**src/tcs_pkg.sv**
```systemverilog
// Purpose: shared constants and types of the timer clock select block
// Assumes: 8-bit registers on the low lane of a 32-bit bus
// Notes:   two channels, each with a window of five word registers
`default_nettype none

package tcs_pkg;

    localparam int unsigned CH_NUM = 2;
    localparam int unsigned PRE_W  = 13;
    localparam int unsigned TAP_W  = 4;

    // byte address layout: bit 5 picks the channel, 4..2 the register
    localparam int unsigned ADR_W   = 6;
    localparam int unsigned CH_BIT  = 5;
    localparam int unsigned IDX_MSB = 4;
    localparam int unsigned IDX_LSB = 2;

    localparam logic [2:0] IDX_MAIN   = 3'h0;
    localparam logic [2:0] IDX_CLKRST = 3'h1;
    localparam logic [2:0] IDX_COUNT  = 3'h2;
    localparam logic [2:0] IDX_CMPA   = 3'h3;
    localparam logic [2:0] IDX_CMPB   = 3'h4;

    localparam logic [7:0] MAIN_RST     = 8'h00;
    localparam logic [7:0] CLKRST_RST   = 8'h00;
    localparam logic [7:0] COUNT_RST    = 8'h00;
    localparam logic [7:0] CMP_RST      = 8'hFF;
    localparam logic [7:0] COUNT_MAX    = 8'hFF;
    localparam logic [7:0] CLKRST_WMASK = 8'h0B;

    // main control fields
    localparam int unsigned CKS_LSB = 0;
    localparam int unsigned CKS_MSB = 2;
    localparam int unsigned CLR_LSB = 3;
    localparam int unsigned CLR_MSB = 4;

    // clock/reset control fields
    localparam int unsigned RIS_BIT   = 3;
    localparam int unsigned EDGE_BIT  = 1;
    localparam int unsigned RATIO_BIT = 0;

    // prescaler bit whose period is the named division
    localparam logic [3:0] TAP_DIV2    = 4'h0;
    localparam logic [3:0] TAP_DIV8    = 4'h2;
    localparam logic [3:0] TAP_DIV32   = 4'h4;
    localparam logic [3:0] TAP_DIV64   = 4'h5;
    localparam logic [3:0] TAP_DIV1024 = 4'h9;
    localparam logic [3:0] TAP_DIV8192 = 4'hC;

    typedef enum logic [2:0] {
        CKS_NONE     = 3'b000,
        CKS_INT_A    = 3'b001,
        CKS_INT_B    = 3'b010,
        CKS_INT_C    = 3'b011,
        CKS_CASCADE  = 3'b100,
        CKS_EXT_RISE = 3'b101,
        CKS_EXT_FALL = 3'b110,
        CKS_EXT_BOTH = 3'b111
    } tcs_cks_e;

    typedef enum logic [1:0] {
        CLR_NONE    = 2'b00,
        CLR_MATCH_A = 2'b01,
        CLR_MATCH_B = 2'b10,
        CLR_EXT     = 2'b11
    } tcs_clr_e;

endpackage

`default_nettype wire

```
**src/tcs_pin_if.sv**
```systemverilog
// Purpose: carries one filtered pin between synchroniser and user
// Assumes: pin is asynchronous to clk_i
// Notes:   level, rise and fall are registered in the synchroniser
`default_nettype none

interface tcs_pin_if;
    logic pin;
    logic level;
    logic rise;
    logic fall;

    modport sync (input pin, output level, output rise, output fall);
    modport user (output pin, input level, input rise, input fall);
endinterface

`default_nettype wire

```
**src/tcs_pin_sync.sv**
```systemverilog
// Purpose: three-stage synchroniser with agreement filter and edges
// Assumes: synchronous active-high reset
// Notes:   a change is taken once stages two and three agree
`default_nettype none

module tcs_pin_sync (
    // clock and reset
    input  wire logic clk_i,
    input  wire logic rst_i,
    // pin
    tcs_pin_if.sync   pins
);

    typedef struct packed {
        logic s1;
        logic s2;
        logic s3;
        logic level;
        logic rise;
        logic fall;
    } tcs_sync_s;

    tcs_sync_s st_ff;
    tcs_sync_s nxt_st;

    always_comb
    begin
        nxt_st    = st_ff;
        nxt_st.s1 = pins.pin;
        nxt_st.s2 = st_ff.s1;
        nxt_st.s3 = st_ff.s2;
        // glitch shorter than the agreement window never reaches level
        if (st_ff.s2 == st_ff.s3)
        begin
            nxt_st.level = st_ff.s2;
        end
        nxt_st.rise = nxt_st.level & ~st_ff.level;
        nxt_st.fall = ~nxt_st.level & st_ff.level;
    end

    always_ff @(posedge clk_i)
    begin
        if (rst_i)
        begin
            st_ff <= '0;
        end
        else
        begin
            st_ff <= nxt_st;
        end
    end

    assign pins.level = st_ff.level;
    assign pins.rise  = st_ff.rise;
    assign pins.fall  = st_ff.fall;

endmodule // tcs_pin_sync

`default_nettype wire

```
**src/tcs_top.sv**
```systemverilog
// Purpose: clock source and counter clear select for two 8-bit timers
// Assumes: classic Wishbone slave, 40 MHz clk_i, synchronous reset
// Notes:   channels can cascade; external pins pass a 3-stage filter
//
// The Wishbone register port and the address map were decided locally.
`default_nettype none

module tcs_top (
    // clock and reset
    input  wire logic        clk_i,
    input  wire logic        rst_i,
    // wishbone slave
    input  wire logic        wb_cyc_i,
    input  wire logic        wb_stb_i,
    input  wire logic        wb_we_i,
    input  wire logic [5:0]  wb_adr_i,
    input  wire logic [3:0]  wb_sel_i,
    input  wire logic [31:0] wb_dat_i,
    output logic      [31:0] wb_dat_o,
    output logic             wb_ack_o,
    // external pins, one per channel
    input  wire logic [1:0]  ext_clk_i,
    input  wire logic [1:0]  ext_rst_i,
    // counter state
    output logic      [7:0]  count0_o,
    output logic      [7:0]  count1_o,
    output logic      [1:0]  overflow_o,
    output logic      [1:0]  match_a_o,
    output logic      [1:0]  match_b_o
);

    typedef struct packed {
        logic [tcs_pkg::PRE_W-1:0] pre;
        logic [1:0][7:0]           main;
        logic [1:0][7:0]           clkrst;
        logic [1:0][7:0]           count;
        logic [1:0][7:0]           cmpa;
        logic [1:0][7:0]           cmpb;
        logic [1:0]                ovf;
        logic [1:0]                mta;
        logic [1:0]                mtb;
        logic                      ack;
        logic [31:0]               dat;
    } tcs_top_s;

    localparam tcs_top_s ST_RST = '{
        pre:    '0,
        main:   {2{tcs_pkg::MAIN_RST}},
        clkrst: {2{tcs_pkg::CLKRST_RST}},
        count:  {2{tcs_pkg::COUNT_RST}},
        cmpa:   {2{tcs_pkg::CMP_RST}},
        cmpb:   {2{tcs_pkg::CMP_RST}},
        ovf:    '0,
        mta:    '0,
        mtb:    '0,
        ack:    1'b0,
        dat:    '0
    };

    tcs_top_s st_ff;
    tcs_top_s nxt_st;

    logic [1:0] clk_rise;
    logic [1:0] clk_fall;
    logic [1:0] rst_level;
    logic [1:0] rst_rise;

    // prescaler bit for an internal mode and ratio select
    function automatic logic [tcs_pkg::TAP_W-1:0] tap_index(
        input tcs_pkg::tcs_cks_e cks,
        input logic              ratio
    );
        logic [tcs_pkg::TAP_W-1:0] t;
        t = tcs_pkg::TAP_DIV8;
        case (cks)
            tcs_pkg::CKS_INT_A:
                t = ratio ? tcs_pkg::TAP_DIV2 : tcs_pkg::TAP_DIV8;
            tcs_pkg::CKS_INT_B:
                t = ratio ? tcs_pkg::TAP_DIV32 : tcs_pkg::TAP_DIV64;
            tcs_pkg::CKS_INT_C:
                t = ratio ? tcs_pkg::TAP_DIV1024
                          : tcs_pkg::TAP_DIV8192;
            default:
                t = tcs_pkg::TAP_DIV8;
        endcase
        return t;
    endfunction

    // read value of one register; unmapped words read zero
    function automatic logic [7:0] read_reg(
        input tcs_top_s   s,
        input logic       c,
        input logic [2:0] i
    );
        logic [7:0] v;
        v = 8'h00;
        case (i)
            tcs_pkg::IDX_MAIN:   v = s.main[c];
            tcs_pkg::IDX_CLKRST: v = s.clkrst[c];
            tcs_pkg::IDX_COUNT:  v = s.count[c];
            tcs_pkg::IDX_CMPA:   v = s.cmpa[c];
            tcs_pkg::IDX_CMPB:   v = s.cmpb[c];
            default:             v = 8'h00;
        endcase
        return v;
    endfunction

    genvar g;
    generate
        for (g = 0; g < tcs_pkg::CH_NUM; g++)
        begin : g_pin
            tcs_pin_if u_clk_if ();
            tcs_pin_if u_rst_if ();

            assign u_clk_if.pin = ext_clk_i[g];
            assign u_rst_if.pin = ext_rst_i[g];
            assign clk_rise[g]  = u_clk_if.rise;
            assign clk_fall[g]  = u_clk_if.fall;
            assign rst_level[g] = u_rst_if.level;
            assign rst_rise[g]  = u_rst_if.rise;

            tcs_pin_sync u_clk_sync (
                .clk_i (clk_i),
                .rst_i (rst_i),
                .pins  (u_clk_if)
            );

            tcs_pin_sync u_rst_sync (
                .clk_i (clk_i),
                .rst_i (rst_i),
                .pins  (u_rst_if)
            );
        end
    endgenerate

    always_comb
    begin
        logic [tcs_pkg::PRE_W-1:0] pre_nxt;
        logic [tcs_pkg::PRE_W-1:0] rise_vec;
        logic [tcs_pkg::PRE_W-1:0] fall_vec;
        logic                      req;
        logic                      wr;
        logic                      ch;
        logic [2:0]                idx;
        tcs_pkg::tcs_cks_e         cks;
        tcs_pkg::tcs_clr_e         clr;
        logic [tcs_pkg::TAP_W-1:0] tap;
        logic                      tick;
        logic                      clear;
        logic                      wr_cnt;
        logic [7:0]                cnt;

        pre_nxt  = '0;
        rise_vec = '0;
        req      = 1'b0;
        wr       = 1'b0;
        ch       = 1'b0;
        idx      = '0;
        fall_vec = '0;
        cks      = tcs_pkg::CKS_NONE;
        clr      = tcs_pkg::CLR_NONE;
        tap      = '0;
        tick     = 1'b0;
        clear    = 1'b0;
        wr_cnt   = 1'b0;
        cnt      = '0;
        nxt_st   = st_ff;

        // free-running prescaler; its bit edges are the internal clocks
        pre_nxt    = st_ff.pre + 1'b1;
        nxt_st.pre = pre_nxt;
        rise_vec   = pre_nxt & ~st_ff.pre;
        fall_vec   = ~pre_nxt & st_ff.pre;

        req = wb_cyc_i & wb_stb_i;
        ch  = wb_adr_i[tcs_pkg::CH_BIT];
        idx = wb_adr_i[tcs_pkg::IDX_MSB:tcs_pkg::IDX_LSB];
        // write lands on the edge where the master samples ack
        wr  = req & st_ff.ack & wb_we_i & wb_sel_i[0];

        nxt_st.ack = req & ~st_ff.ack;
        if (req & ~st_ff.ack)
        begin
            nxt_st.dat = {24'h00_0000, read_reg(st_ff, ch, idx)};
        end

        for (int c = 0; c < tcs_pkg::CH_NUM; c++)
        begin
            cks = tcs_pkg::tcs_cks_e'(
                st_ff.main[c][tcs_pkg::CKS_MSB:tcs_pkg::CKS_LSB]);
            clr = tcs_pkg::tcs_clr_e'(
                st_ff.main[c][tcs_pkg::CLR_MSB:tcs_pkg::CLR_LSB]);
            tap = tap_index(cks, st_ff.clkrst[c][tcs_pkg::RATIO_BIT]);

            case (cks)
                tcs_pkg::CKS_INT_A,
                tcs_pkg::CKS_INT_B,
                tcs_pkg::CKS_INT_C:
                    tick = st_ff.clkrst[c][tcs_pkg::EDGE_BIT]
                         ? fall_vec[tap] : rise_vec[tap];
                tcs_pkg::CKS_CASCADE:
                begin
                    // a mutual cascade ticks only after a write or clear lands channel zero's count on compare A: both wait on the other
                    if (c == 0)
                    begin
                        tick = st_ff.ovf[1];
                    end
                    else
                    begin
                        tick = st_ff.mta[0];
                    end
                end
                tcs_pkg::CKS_EXT_RISE:
                    tick = clk_rise[c];
                tcs_pkg::CKS_EXT_FALL:
                    tick = clk_fall[c];
                tcs_pkg::CKS_EXT_BOTH:
                    tick = clk_rise[c] | clk_fall[c];
                default:
                    tick = 1'b0;
            endcase

            case (clr)
                tcs_pkg::CLR_MATCH_A:
                    clear = st_ff.count[c] == st_ff.cmpa[c];
                tcs_pkg::CLR_MATCH_B:
                    clear = st_ff.count[c] == st_ff.cmpb[c];
                tcs_pkg::CLR_EXT:
                begin
                    if (st_ff.clkrst[c][tcs_pkg::RIS_BIT])
                    begin
                        clear = rst_level[c];
                    end
                    else
                    begin
                        clear = rst_rise[c];
                    end
                end
                default:
                    clear = 1'b0;
            endcase

            wr_cnt = wr && (ch == 1'(c)) && (idx == tcs_pkg::IDX_COUNT);

            // software write beats clear, clear beats a count
            if (wr_cnt)
            begin
                cnt = wb_dat_i[7:0];
            end
            else if (clear)
            begin
                cnt = tcs_pkg::COUNT_RST;
            end
            else if (tick)
            begin
                cnt = st_ff.count[c] + 8'h01;
            end
            else
            begin
                cnt = st_ff.count[c];
            end
            nxt_st.count[c] = cnt;

            nxt_st.ovf[c] = tick & ~clear & ~wr_cnt
                          & (st_ff.count[c] == tcs_pkg::COUNT_MAX);
            nxt_st.mta[c] = (cnt != st_ff.count[c])
                          & (cnt == st_ff.cmpa[c]);
            nxt_st.mtb[c] = (cnt != st_ff.count[c])
                          & (cnt == st_ff.cmpb[c]);

            if (wr && (ch == 1'(c)))
            begin
                case (idx)
                    tcs_pkg::IDX_MAIN:
                        nxt_st.main[c] = wb_dat_i[7:0];
                    tcs_pkg::IDX_CLKRST:
                    begin
                        // reserved bits never store, so they read zero
                        nxt_st.clkrst[c] = wb_dat_i[7:0]
                                         & tcs_pkg::CLKRST_WMASK;
                    end
                    tcs_pkg::IDX_CMPA:
                        nxt_st.cmpa[c] = wb_dat_i[7:0];
                    tcs_pkg::IDX_CMPB:
                        nxt_st.cmpb[c] = wb_dat_i[7:0];
                    default:
                        nxt_st.cmpb[c] = st_ff.cmpb[c];
                endcase
            end
        end
    end

    always_ff @(posedge clk_i)
    begin
        if (rst_i)
        begin
            st_ff <= ST_RST;
        end
        else
        begin
            st_ff <= nxt_st;
        end
    end

    assign wb_ack_o   = st_ff.ack;
    assign wb_dat_o   = st_ff.dat;
    assign count0_o   = st_ff.count[0];
    assign count1_o   = st_ff.count[1];
    assign overflow_o = st_ff.ovf;
    assign match_a_o  = st_ff.mta;
    assign match_b_o  = st_ff.mtb;

endmodule // tcs_top

`default_nettype wire

```
**config.mk**
```make
export PLATFORM = sky130hd
export DESIGN_NAME = tcs_top
export DESIGN_NICKNAME = d
export VERILOG_FILES = /design/src/tcs_pkg.sv /design/src/tcs_pin_if.sv /design/src/tcs_pin_sync.sv /design/src/tcs_top.sv
export SDC_FILE = /design/constraint.sdc
export NUM_CORES = 1
export LEC_CHECK = 0
export ABC_CLOCK_PERIOD_IN_PS = 4100
export BUFFER_PORTS_ARGS = -buffer_cell sky130_fd_sc_hd__buf_2
export CORE_MARGIN = 2
export CORE_UTILIZATION = 30
export DETAILED_ROUTE_END_ITERATION = 8
export PLACE_DENSITY_LB_ADDON = 0.15
export REMOVE_ABC_BUFFERS = 1
export SLEW_MARGIN = 0
export SYNTH_ARGS = -nofsm -noshare
export SYNTH_HDL_FRONTEND = slang
export SYNTH_SLANG_ARGS = --single-unit
```
**constraint.sdc**
```tcl
create_clock -name clk_i -period 4.1 [get_ports clk_i]
set_clock_uncertainty 0.2 [all_clocks]
set_input_delay 0.205 -clock clk_i [delete_from_list [all_inputs] [get_ports clk_i]]
set_output_delay 0.205 -clock clk_i [all_outputs]
set_load 0.005 [all_outputs]
```
Word level (Yosys, flattened, before mapping)
Cells that the tools add are included.
Widths: inputs -> output; s select.
Operators by class
  add/subtract/negate cells: 3
  $lt $le $gt $ge: 3
  equality and inequality tests: 40
  muxes and demuxes: 45
  bitwise gates (word level): 39
  reduce and logical (&&, ||, !) cells: 15
Operator list (count)
  $mux 8: 15
  $eq 8x8->1: 8
  $pmux 8 s5: 1
  $eq 3x3->1 const B: 9
  $and 13x13->13: 2
  $not 13->13: 2
  $pmux 4 s3: 2
  $and 1x1->1: 21
  $eq 3x2->1 const B: 6
  $add 8x1->8 const B: 2
  $bmux 1 s4: 4
  $eq 8x8->1 const B: 2
  $ne 8x8->1: 2
  $reduce_and 2->1: 8
  $mux 1: 14
  $add 13x1->13 const B: 1
  $not 1->1: 12
  $lt 4x5->1 const B: 2
  $pmux 1 s5: 2
  $eq 3x1->1 const B: 3
  $eq 2x2->1 const B: 4
  $mux 3: 2
  $pmux 1 s3: 2
  $reduce_or 3->1: 2
  other kinds (8): 17
Storage, ports and cells
  bits in registers: 120
  input port bits: 51
  output and inout bits: 55
  word-level logic and storage cells: 183

Depth between registers and ports, before layout
Gate-level depths: netlist (run 1).
  depth in word-level cells: 12
  gate-level depth with buffers: 15
  gate-level depth less buffers: 13

Hierarchy
Synthesis (run 1) repeated with hierarchy kept, for this count alone.
Second synthesis, totals
  cells, all modules: 1095
  area total of the unflattened synthesis: 8774.7 µm²
By module, submodules not included
  tcs_top: times used 1, cells each 1039, area each 8064.0 µm², sequential area each 1961.9 µm²
  tcs_pin_sync: times used 4, cells each 14, area each 177.7 µm², sequential area each 120.1 µm²

Least setup slack after synthesis (run 1)
OpenSTA, ideal clock, no wires.
  path type: reg-to-reg
  from: register st_ff[124] in the netlist's numbering
  to: register st_ff (netlist bit match_a_o[1])
  setup time: 92 ps
  arrival: 3299 ps
  required time: 3808 ps
  setup slack: 509 ps
  cell stages (with the launch flop): 15
  buffers on the path: 1
  period minus slack after synthesis: 3591 ps
  cell sequence: dfxtp_1 -> nand3_1 -> or3_1 -> nor4_1 -> ha_1 -> mux4_2 -> and2_1 -> nor2_1 -> o31a_1 -> buf_2 -> nor2b_1 -> xnor2_1 -> o32ai_1 -> or4_1 -> nor4_1
Between the ends
  cells in the longest elaborated chain, start to end: 12
  elaborated cells between the ends (all ways): 17
  those cells by class: 1 x add/sub; 2 x eq/ne; 9 x mux; 5 x bitwise
RTL lines
  start: declaration: RTL line tcs_top.sv:60  | tcs_top_s st_ff;
  start signal: assignment: RTL line tcs_top.sv:301  | st_ff <= nxt_st;
  $add 13x1->13: RTL line tcs_top.sv:170  | pre_nxt = st_ff.pre + 1'b1;
  $not 13->13: RTL line tcs_top.sv:173  | fall_vec = ~pre_nxt & st_ff.pre;
  $and 13x13->13: RTL line tcs_top.sv:173
  $bmux 1 s4: RTL line tcs_top.sv:200  | ? fall_vec[tap] : rise_vec[tap];
  $mux 1 (not written as such): RTL line tcs_top.sv:200
  $mux 1 *: RTL line tcs_top.sv:200
  $pmux 1 s5 *: RTL line tcs_top.sv:195  | case (cks)
  $mux 8 *: RTL line tcs_top.sv:254  | else if (tick)
  $mux 8 *: RTL line tcs_top.sv:250  | else if (clear)
  $mux 8 *: RTL line tcs_top.sv:246  | if (wr_cnt)
  $ne 8x8->1 or $eq 8x8->1 (tied branches): RTL line tcs_top.sv:266, tcs_top.sv:267
  $and 1x1->1 *: RTL line tcs_top.sv:267  | & (cnt == st_ff.cmpa[c]);
Every way passes the cells marked *; elsewhere a longest branch is shown, timed or not. The select of a mux whose other input is x is not followed.
A chain may end at the register's enable or synchronous reset.

Final worst setup path (run 1)
  from: register st_ff[122] in the netlist's numbering
  to: register st_ff (netlist bit match_a_o[0])
The elaborated chain is that of the path after synthesis.

==> results of run 1 <==
## worst min path at each step
stage / cells past startpoint / slack [ns] / startpoint / endpoint
after detailed placement: 1 / 0.20 / g_pin[1].u_clk_sync.st_ff[3] / g_pin[1].u_clk_sync.pins.fall
after global placement: 1 / 0.21 / g_pin[0].u_clk_sync.st_ff[3] / g_pin[0].u_clk_sync.pins.fall
after floorplan: 1 / 0.07 / rst_i / st_ff[119]
after global routing: 3 / 0.02 / wb_dat_i[5] / st_ff[44]
final: 3 / 0.02 / wb_dat_i[5] / st_ff[44]
after CTS: 3 / 0.002 / wb_dat_i[5] / st_ff[44]
## kinds of logic (layout without fill, tap and decap cells)
family	after synthesis	count (layout)
buffers and inverters	175	190
DFF	120	120
muxes	87	87
and+or+nand+nor	386	386
AOI/OAI and AO/OA	248	248
adders and majority gates	26	26
other	1	24
xor gates and xnor gates	30	30
## report_power, final
part	internal (mW)	switching [mW]
Combinational	0.0572	0.120
Sequential	1.18	0.00612
Clock	0.912	0.624
## registers in the layout, indices dropped and copies added, names as in the netlist
name,count
st_ff,67
count0_o,8
count1_o,8
wb_dat_o,8
g_pin.u_clk_sync.nxt_st,4
g_pin.u_rst_sync.nxt_st,4
g_pin.u_clk_sync.pins.fall,2
g_pin.u_clk_sync.pins.level,2
g_pin.u_clk_sync.pins.rise,2
g_pin.u_clk_sync.st_ff,2
g_pin.u_rst_sync.pins.level,2
g_pin.u_rst_sync.pins.rise,2
g_pin.u_rst_sync.st_ff,2
match_a_o,2
match_b_o,2
overflow_o,2
wb_ack_o,1
## per-layer routing
| metal | vias to the layer above | part of all wire [%] | global-route usage (%) |
|---|---|---|---|
| met5 | - | 0 | 0 |
| met4 | 0 | 1.4 | 5.16 |
| met3 | 33 | 6.5 | 2.48 |
| met2 | 313 | 44 | 31.9 |
| met1 | 3964 | 48 | 30.1 |
| li1 | 3858 | - | - |
## worst max-delay path, stage by stage, from the launching register on
cell and delay, ns:
dfxtp_1 0.34, nand3_2 0.10, or3_4 0.36, nor4_4 0.27, buf_4 0.15, ha_1 0.14, mux2_1 0.14, and3_1 0.27
nor4_4 0.08, a21oi_2 0.29, buf_4 0.18, buf_4 0.15, or4b_2 0.58, o21ai_0 0.09, nor3b_1 0.08, nand3_1 0.13
nor4_4 0.08, buf_4 0.14
## through the flow
stage               hold slack (ns)  worst slack (ns)  area (um2)  cells  TNS (ns)
finish                       0.0225             0.206        9820   1489         0
CTS                         0.00160           -0.0375        9700   1486   -0.0375
floorplan                    0.0717             0.346        7900    965         0
global placement              0.209            -0.272        9030   1447    -0.311
detailed placement            0.204            -0.224        9030   1447    -0.267
global route                 0.0241          -0.00630        9820   1489  -0.00630
## what timing repair did
action                                  CTS  global route
hold endpoints to repair                 19             0
setup buffers                             1             3
hold buffers                              6             0
resized for setup                         3            16
pin swaps                                 1             5
cloned                                    0             0
endpoints found under the setup margin    2             4
## synth_stat cells (6+ instances only)
cell        n  share of area [%]
dfxtp_1   120                 28
nand2_1   118                5.2
nor2_1     82                3.6
mux2i_1    79                9.3
clkbuf_1   58                2.6
buf_4      54                4.7
inv_1      40                1.8
a21oi_1    36                2.1
o21ai_0    36                2.1
nand3_1    27                1.6
nor2b_1    27                2.0
xnor2_1    27                2.8
ha_1       26                3.8
o22ai_1    24                1.8
a22oi_1    22                1.9
nand4_1    20                1.5
nor3_1     20                1.2
o211ai_1   17                1.5
buf_2      14               0.82
o22a_1     14                1.4
nand2b_1   12               0.88
a211o_1    11                1.1
nor4_1     11               0.81
and3_1     10               0.73
a211oi_1    9               0.79
a32oi_1     9               0.92
or3_1       9               0.66
a31oi_1     7               0.51
and2_1      6               0.44
nand3b_1    6               0.53
o21a_1      6               0.53
o31ai_1     6               0.53
o32ai_1     6               0.62
## final cells by class
| type | instances | area (um2) | area share [%] |
|---|---|---|---|
| clock inverter | 14 | 153 | 1.55 |
| multi-input combinational | 801 | 5450 | 55.4 |
| tap | 378 | 473 | 4.81 |
| inverter | 44 | 165 | 1.68 |
| clock buffer | 18 | 439 | 4.47 |
| sequential | 120 | 2400 | 24.5 |
| timing repair buffer | 114 | 743 | 7.56 |
==> flow_summary_export.csv, run 1 <==
group,metric,value,unit
synth,synthXorXnorAreaFrac,3.08,%
cts,clk_latency,0.43,ns
layout,final_layout_size_suffix_gt1_share,16.1,%
sta,timing.final.hold_violations,0,
critical_path,r2r_cells,17,
layout,n_antenna_cell,0,
synth,synthMuxAreaShare,10.6,%
drt,ant_nets,0,
place,numPortBuffers,52,
drt,vias,8168,
sta,setup_viol,0,
power_and_ir_drop,power,2.90,mW
drt,drc,0,
global_routing,antenna_found_initial,0,
critical_path,crit_path_start,"st_ff[122]",
drt,first_iter_violations,830,
floorplan,die_w,173,um
cts,clock_sinks,120,
run,cap_violations,0,
critical_path,worst_setup_path_end_kind,"register",
critical_path,crit_end,"match_a_o[0]",
floorplan,num_io_pins,106,
synth,synth_ff_type,"dfxtp_1",
layout,final_common_cell,"dfxtp_1",
synth,synth_fa_ha_area_share,3.81,%
synth,synth_area_per_cell,7.95,um2
floorplan,start_util,30.6,%
critical_path,cp-start-kind,"register",
synth,synth.distinct_cells,85,
cts,htreeDepth,4,
cts,cts_tree,"built",
synth,synthArstFlopShare,0,%
drt,wl,31000,um
critical_path,cp.required,4.22,ns
power_and_ir_drop,p_leak,3.77,nW
layout,mostFrequentLayoutCells,"dfxtp_1 (118), nand2_1 (117), nor2_1 (82)",
min_path,hp-class,"in -> reg",
layout,final_nets,1175,
power_and_ir_drop,ir_drop,0.254,mV
floorplan,die_area,29800,um2
global_routing,grt_max_degree,40,
cts,cts_root_buf,"clkbuf_16",
drt,dr.pass1.iters,6,
critical_path,crit_arrival,4.02,ns
drt,wl_per_cell,20.8,um
synth,synthCells,1073,
run_status,status,"completed",
layout,final_util,35.2,%
place,dp_hpwl,21600,um
sta,maxSlewViolCount,0,
critical_path,rrSetupSlack,0.21,ns
cts,cts_made_buffers,17,
sta,max_slew_margin,27.3,%
synth,synth_seq_cells,120,
sta,max_freq,257,MHz
synth,seq_area_frac_synth,28.1,%
critical_path,worstSetupPathType,"reg -> reg",
synth,synth_edf_count,0,
global_routing,grt_pass1_vias,7754,
floorplan,core_area,27900,um2
sta,worst_pin_slew,1.09,ns
layout,nFillCells,3028,
critical_path,r2r_end,"match_a_o[0]",
synth,yosysWarningCount,0,
layout,synthToLayoutAreaGrowth,15.1,%
critical_path,cp_max_fo,8,
synth,synth_compound_area_share,20.9,%
power_and_ir_drop,power.density,295,nW/um2
critical_path,rr_startpoint,"st_ff[122]",
sta,fin_crit,3.89,ns
synth,synth_top_family_by_area,"simple AND/OR/NAND/NOR gates",
cts,clk_pin_slew,0.07,ns
synth,synth_area,8540,um2
floorplan,dieHeight,173,um
floorplan,fp-row-count,61,
drt,via_per_inst,5.49,
global_routing,grt_use_total,20.5,%
synth,synth_simple_gate_area_share,23.0,%
global_routing,grt-ovfl-total,0,
global_routing,grt_pass1_wl,48000,um
place,globalplace.congestion,0.942,
cts,clock_path_buffers,2,
sta,fin_crit_sh,95.0,%
No activity file was read; power rests on OpenSTA's default activity.
==> run 2, diff against run 1 <==
--- a/config.mk
+++ b/config.mk
@@ -16,3 +16,4 @@
 export SYNTH_ARGS = -nofsm -noshare
 export SYNTH_HDL_FRONTEND = slang
+export SYNTH_HIERARCHICAL = 1
 export SYNTH_SLANG_ARGS = --single-unit
==> constraint.sdc (replaced) <==
create_clock -name clk_i -period 4.1 [get_ports clk_i]
set_clock_uncertainty 0.2 [all_clocks]
set_input_delay 0.41 -clock clk_i [delete_from_list [all_inputs] [get_ports clk_i]]
set_output_delay 0.41 -clock clk_i [all_outputs]
set_load 0.005 [all_outputs]
==> flow_summary_export.csv, run 2 <==
group,metric,value,unit
critical_path,crit_family,"simple AND/OR/NAND/NOR gates",
floorplan,die_w,174,um
global_routing,grt_pass1_wl,50200,um
cts,clk_pin_slew,0.06,ns
sta,max_slew_margin,47.3,%
layout,final_nets,1204,
layout,mostFrequentLayoutCells,"dfxtp_1 (120), nor2_1 (101), nand2_1 (92)",
global_routing,grt_max_degree,41,
place,dp_cells,1488,
power_and_ir_drop,power.density,302,nW/um2
global_routing,antenna_found_initial,0,
global_routing,grt-ovfl-total,0,
sta,timing.final.hold_violations,0,
global_routing,grt_use_total,21.5,%
min_path,hold_path_depth,2,
critical_path,cp_common_cell,"buf_4",
drt,vias,8553,
power_and_ir_drop,power,3.03,mW
layout,nFillCells,3016,
layout,stdcell_count,1524,
floorplan,fp-row-count,62,
min_path,hp-class,"in -> reg",
sta,fin_crit_sh,94.2,%
floorplan,core_area,28600,um2
critical_path,r2r_cells,15,
critical_path,worstSetupPathType,"reg -> reg",
layout,top_register,"st_ff",
drt,first_iter_violations,848,
cts,clock_path_buffers,2,
drt,ant_nets,0,
critical_path,cp_max_fo,5,
critical_path,cp.required,4.24,ns
place,numPortBuffers,52,
synth,synth_area_per_cell,7.99,um2
critical_path,cp.buffers_inverters,2,
floorplan,num_io_pins,106,
cts,clock_sinks,120,
global_routing,grt_pass1_vias,8181,
layout,largest_reg_flops,67,
layout,synthToLayoutAreaGrowth,15.0,%
drt,drc,0,
cts,htreeDepth,4,
place,globalplace.congestion,0.934,
cts,cts_root_buf,"clkbuf_16",
sta,max_freq,259,MHz
sta,fin_crit,3.86,ns
critical_path,worst_path_largest_cell_delay,0.54,ns
layout,n_antenna_cell,0,
place,dp_hpwl,23600,um
sta,worst_pin_slew,0.790,ns
critical_path,crit_arrival,4.00,ns
run,cap_violations,0,
min_path,hold_end,"g_pin[0].u_clk_sync/nxt_st[4]",
cts,cts_tree,"built",
power_and_ir_drop,p_leak,3.74,nW
floorplan,dieHeight,174,um
drt,wl,32500,um
critical_path,path_cells,"nand3_1 > or3_1 > nor4_1 > ha_1 > mux4_2 > nor2_1 > o41ai_4 > buf_4 > o21ai_4 > buf_4 > xor2_2 > or3b_1 > o211ai_1 > or4_1 > nor4b_2",
sta,fin_setup_tns,0,ns
cts,cts_made_buffers,17,
drt,dr.pass1.iters,5,
power_and_ir_drop,ir_drop,0.264,mV
layout,final_common_cell,"dfxtp_1",
critical_path,cp-start-kind,"register",
min_path,min-delay-start,"ext_clk_i[0]",
drt,via_per_inst,5.61,
critical_path,r2r_end,"match_a_o[1]",
layout,final_layout_size_suffix_gt1_share,16.8,%
floorplan,die_area,30400,um2
floorplan,start_util,30.5,%
critical_path,crit_path_start,"st_ff[124]",
critical_path,worst_setup_path_end_kind,"register",
sta,rsz0062_at_grt,"no",
synth,synthCells,1091,
critical_path,rrSetupSlack,0.24,ns
cts,clk_latency,0.43,ns
drt,wl_per_cell,21.3,um
sta,setup_viol,0,
sta,maxSlewViolCount,0,
synth,synth_area,8720,um2
run_status,status,"completed",
synth,yosysWarningCount,6,
critical_path,rr_startpoint,"st_ff[124]",
critical_path,cpMaxStageDelayCell,"or4_1",
run 2: how the worst max path moves through the flow:
stage                   endpoint  slack (ns)  cells after the start
finish              match_a_o[1]        0.24                     15
global route        match_a_o[1]        0.02                     14
CTS                 match_a_o[1]        0.05                     14
detailed placement  match_a_o[1]        0.08                     14
global placement    match_b_o[1]        0.11                     14
floorplan           match_a_o[1]        0.26                     13
run 2: timing repair:
item                                    CTS  global route
hold buffers                              3             0
hold endpoints to repair                  3             0
endpoints found under the setup margin    0             4
setup buffers                             0             1
gates resized for setup                   0             4
run 2: layout make-up:
class	count	area, um2	share of cell area (%)
clock buffers	17	425	4.24
clock inverters	15	191	1.91
inverters	48	180	1.80
multi-input cells	817	5530	55.1
flip-flops and latches	120	2400	24.0
well taps	384	480	4.79
repair buffers	123	816	8.14
run 2: stage by stage:
stage	setup slack (ns)	hold WS [ns]	util, %	cell area [um2]
finish	0.237	0.0163	35.0	10000
global placement	0.110	0.217	32.7	9350
CTS	0.0503	0.0227	34.9	9990
global route	0.0202	0.0265	35.0	10000
detailed placement	0.0790	0.228	32.7	9350
floorplan	0.263	0.205	-	8090
run 2: report_power, final:
group / internal, mW / switching (mW)
registers: 1.18 / 0.0114
logic: 0.0700 / 0.142
clock network: 0.973 / 0.651
run 2: worst reg2reg max path, cell delays in order, from the launching register on:
cell,delay [ns]
dfxtp_1,0.35
nand3_1,0.12
or3_1,0.34
nor4_1,0.37
ha_1,0.24
mux4_2,0.26
nor2_1,0.08
o41ai_4,0.20
buf_4,0.19
o21ai_4,0.08
buf_4,0.18
xor2_2,0.16
or3b_1,0.13
o211ai_1,0.07
or4_1,0.54
nor4b_2,0.26
run 2: per-layer routing:
| layer | wire [um] | global-route usage (%) | vias up | share of wire, % |
|---|---|---|---|---|
| met1 | 15100 | 30.4 | 4149 | 46 |
| met5 | 0 | 0 | - | 0 |
| li1 | - | - | 3984 | - |
| met3 | 2260 | 3.70 | 52 | 6.9 |
| met2 | 14400 | 33.3 | 368 | 44 |
| met4 | 760 | 6.27 | 0 | 2.3 |
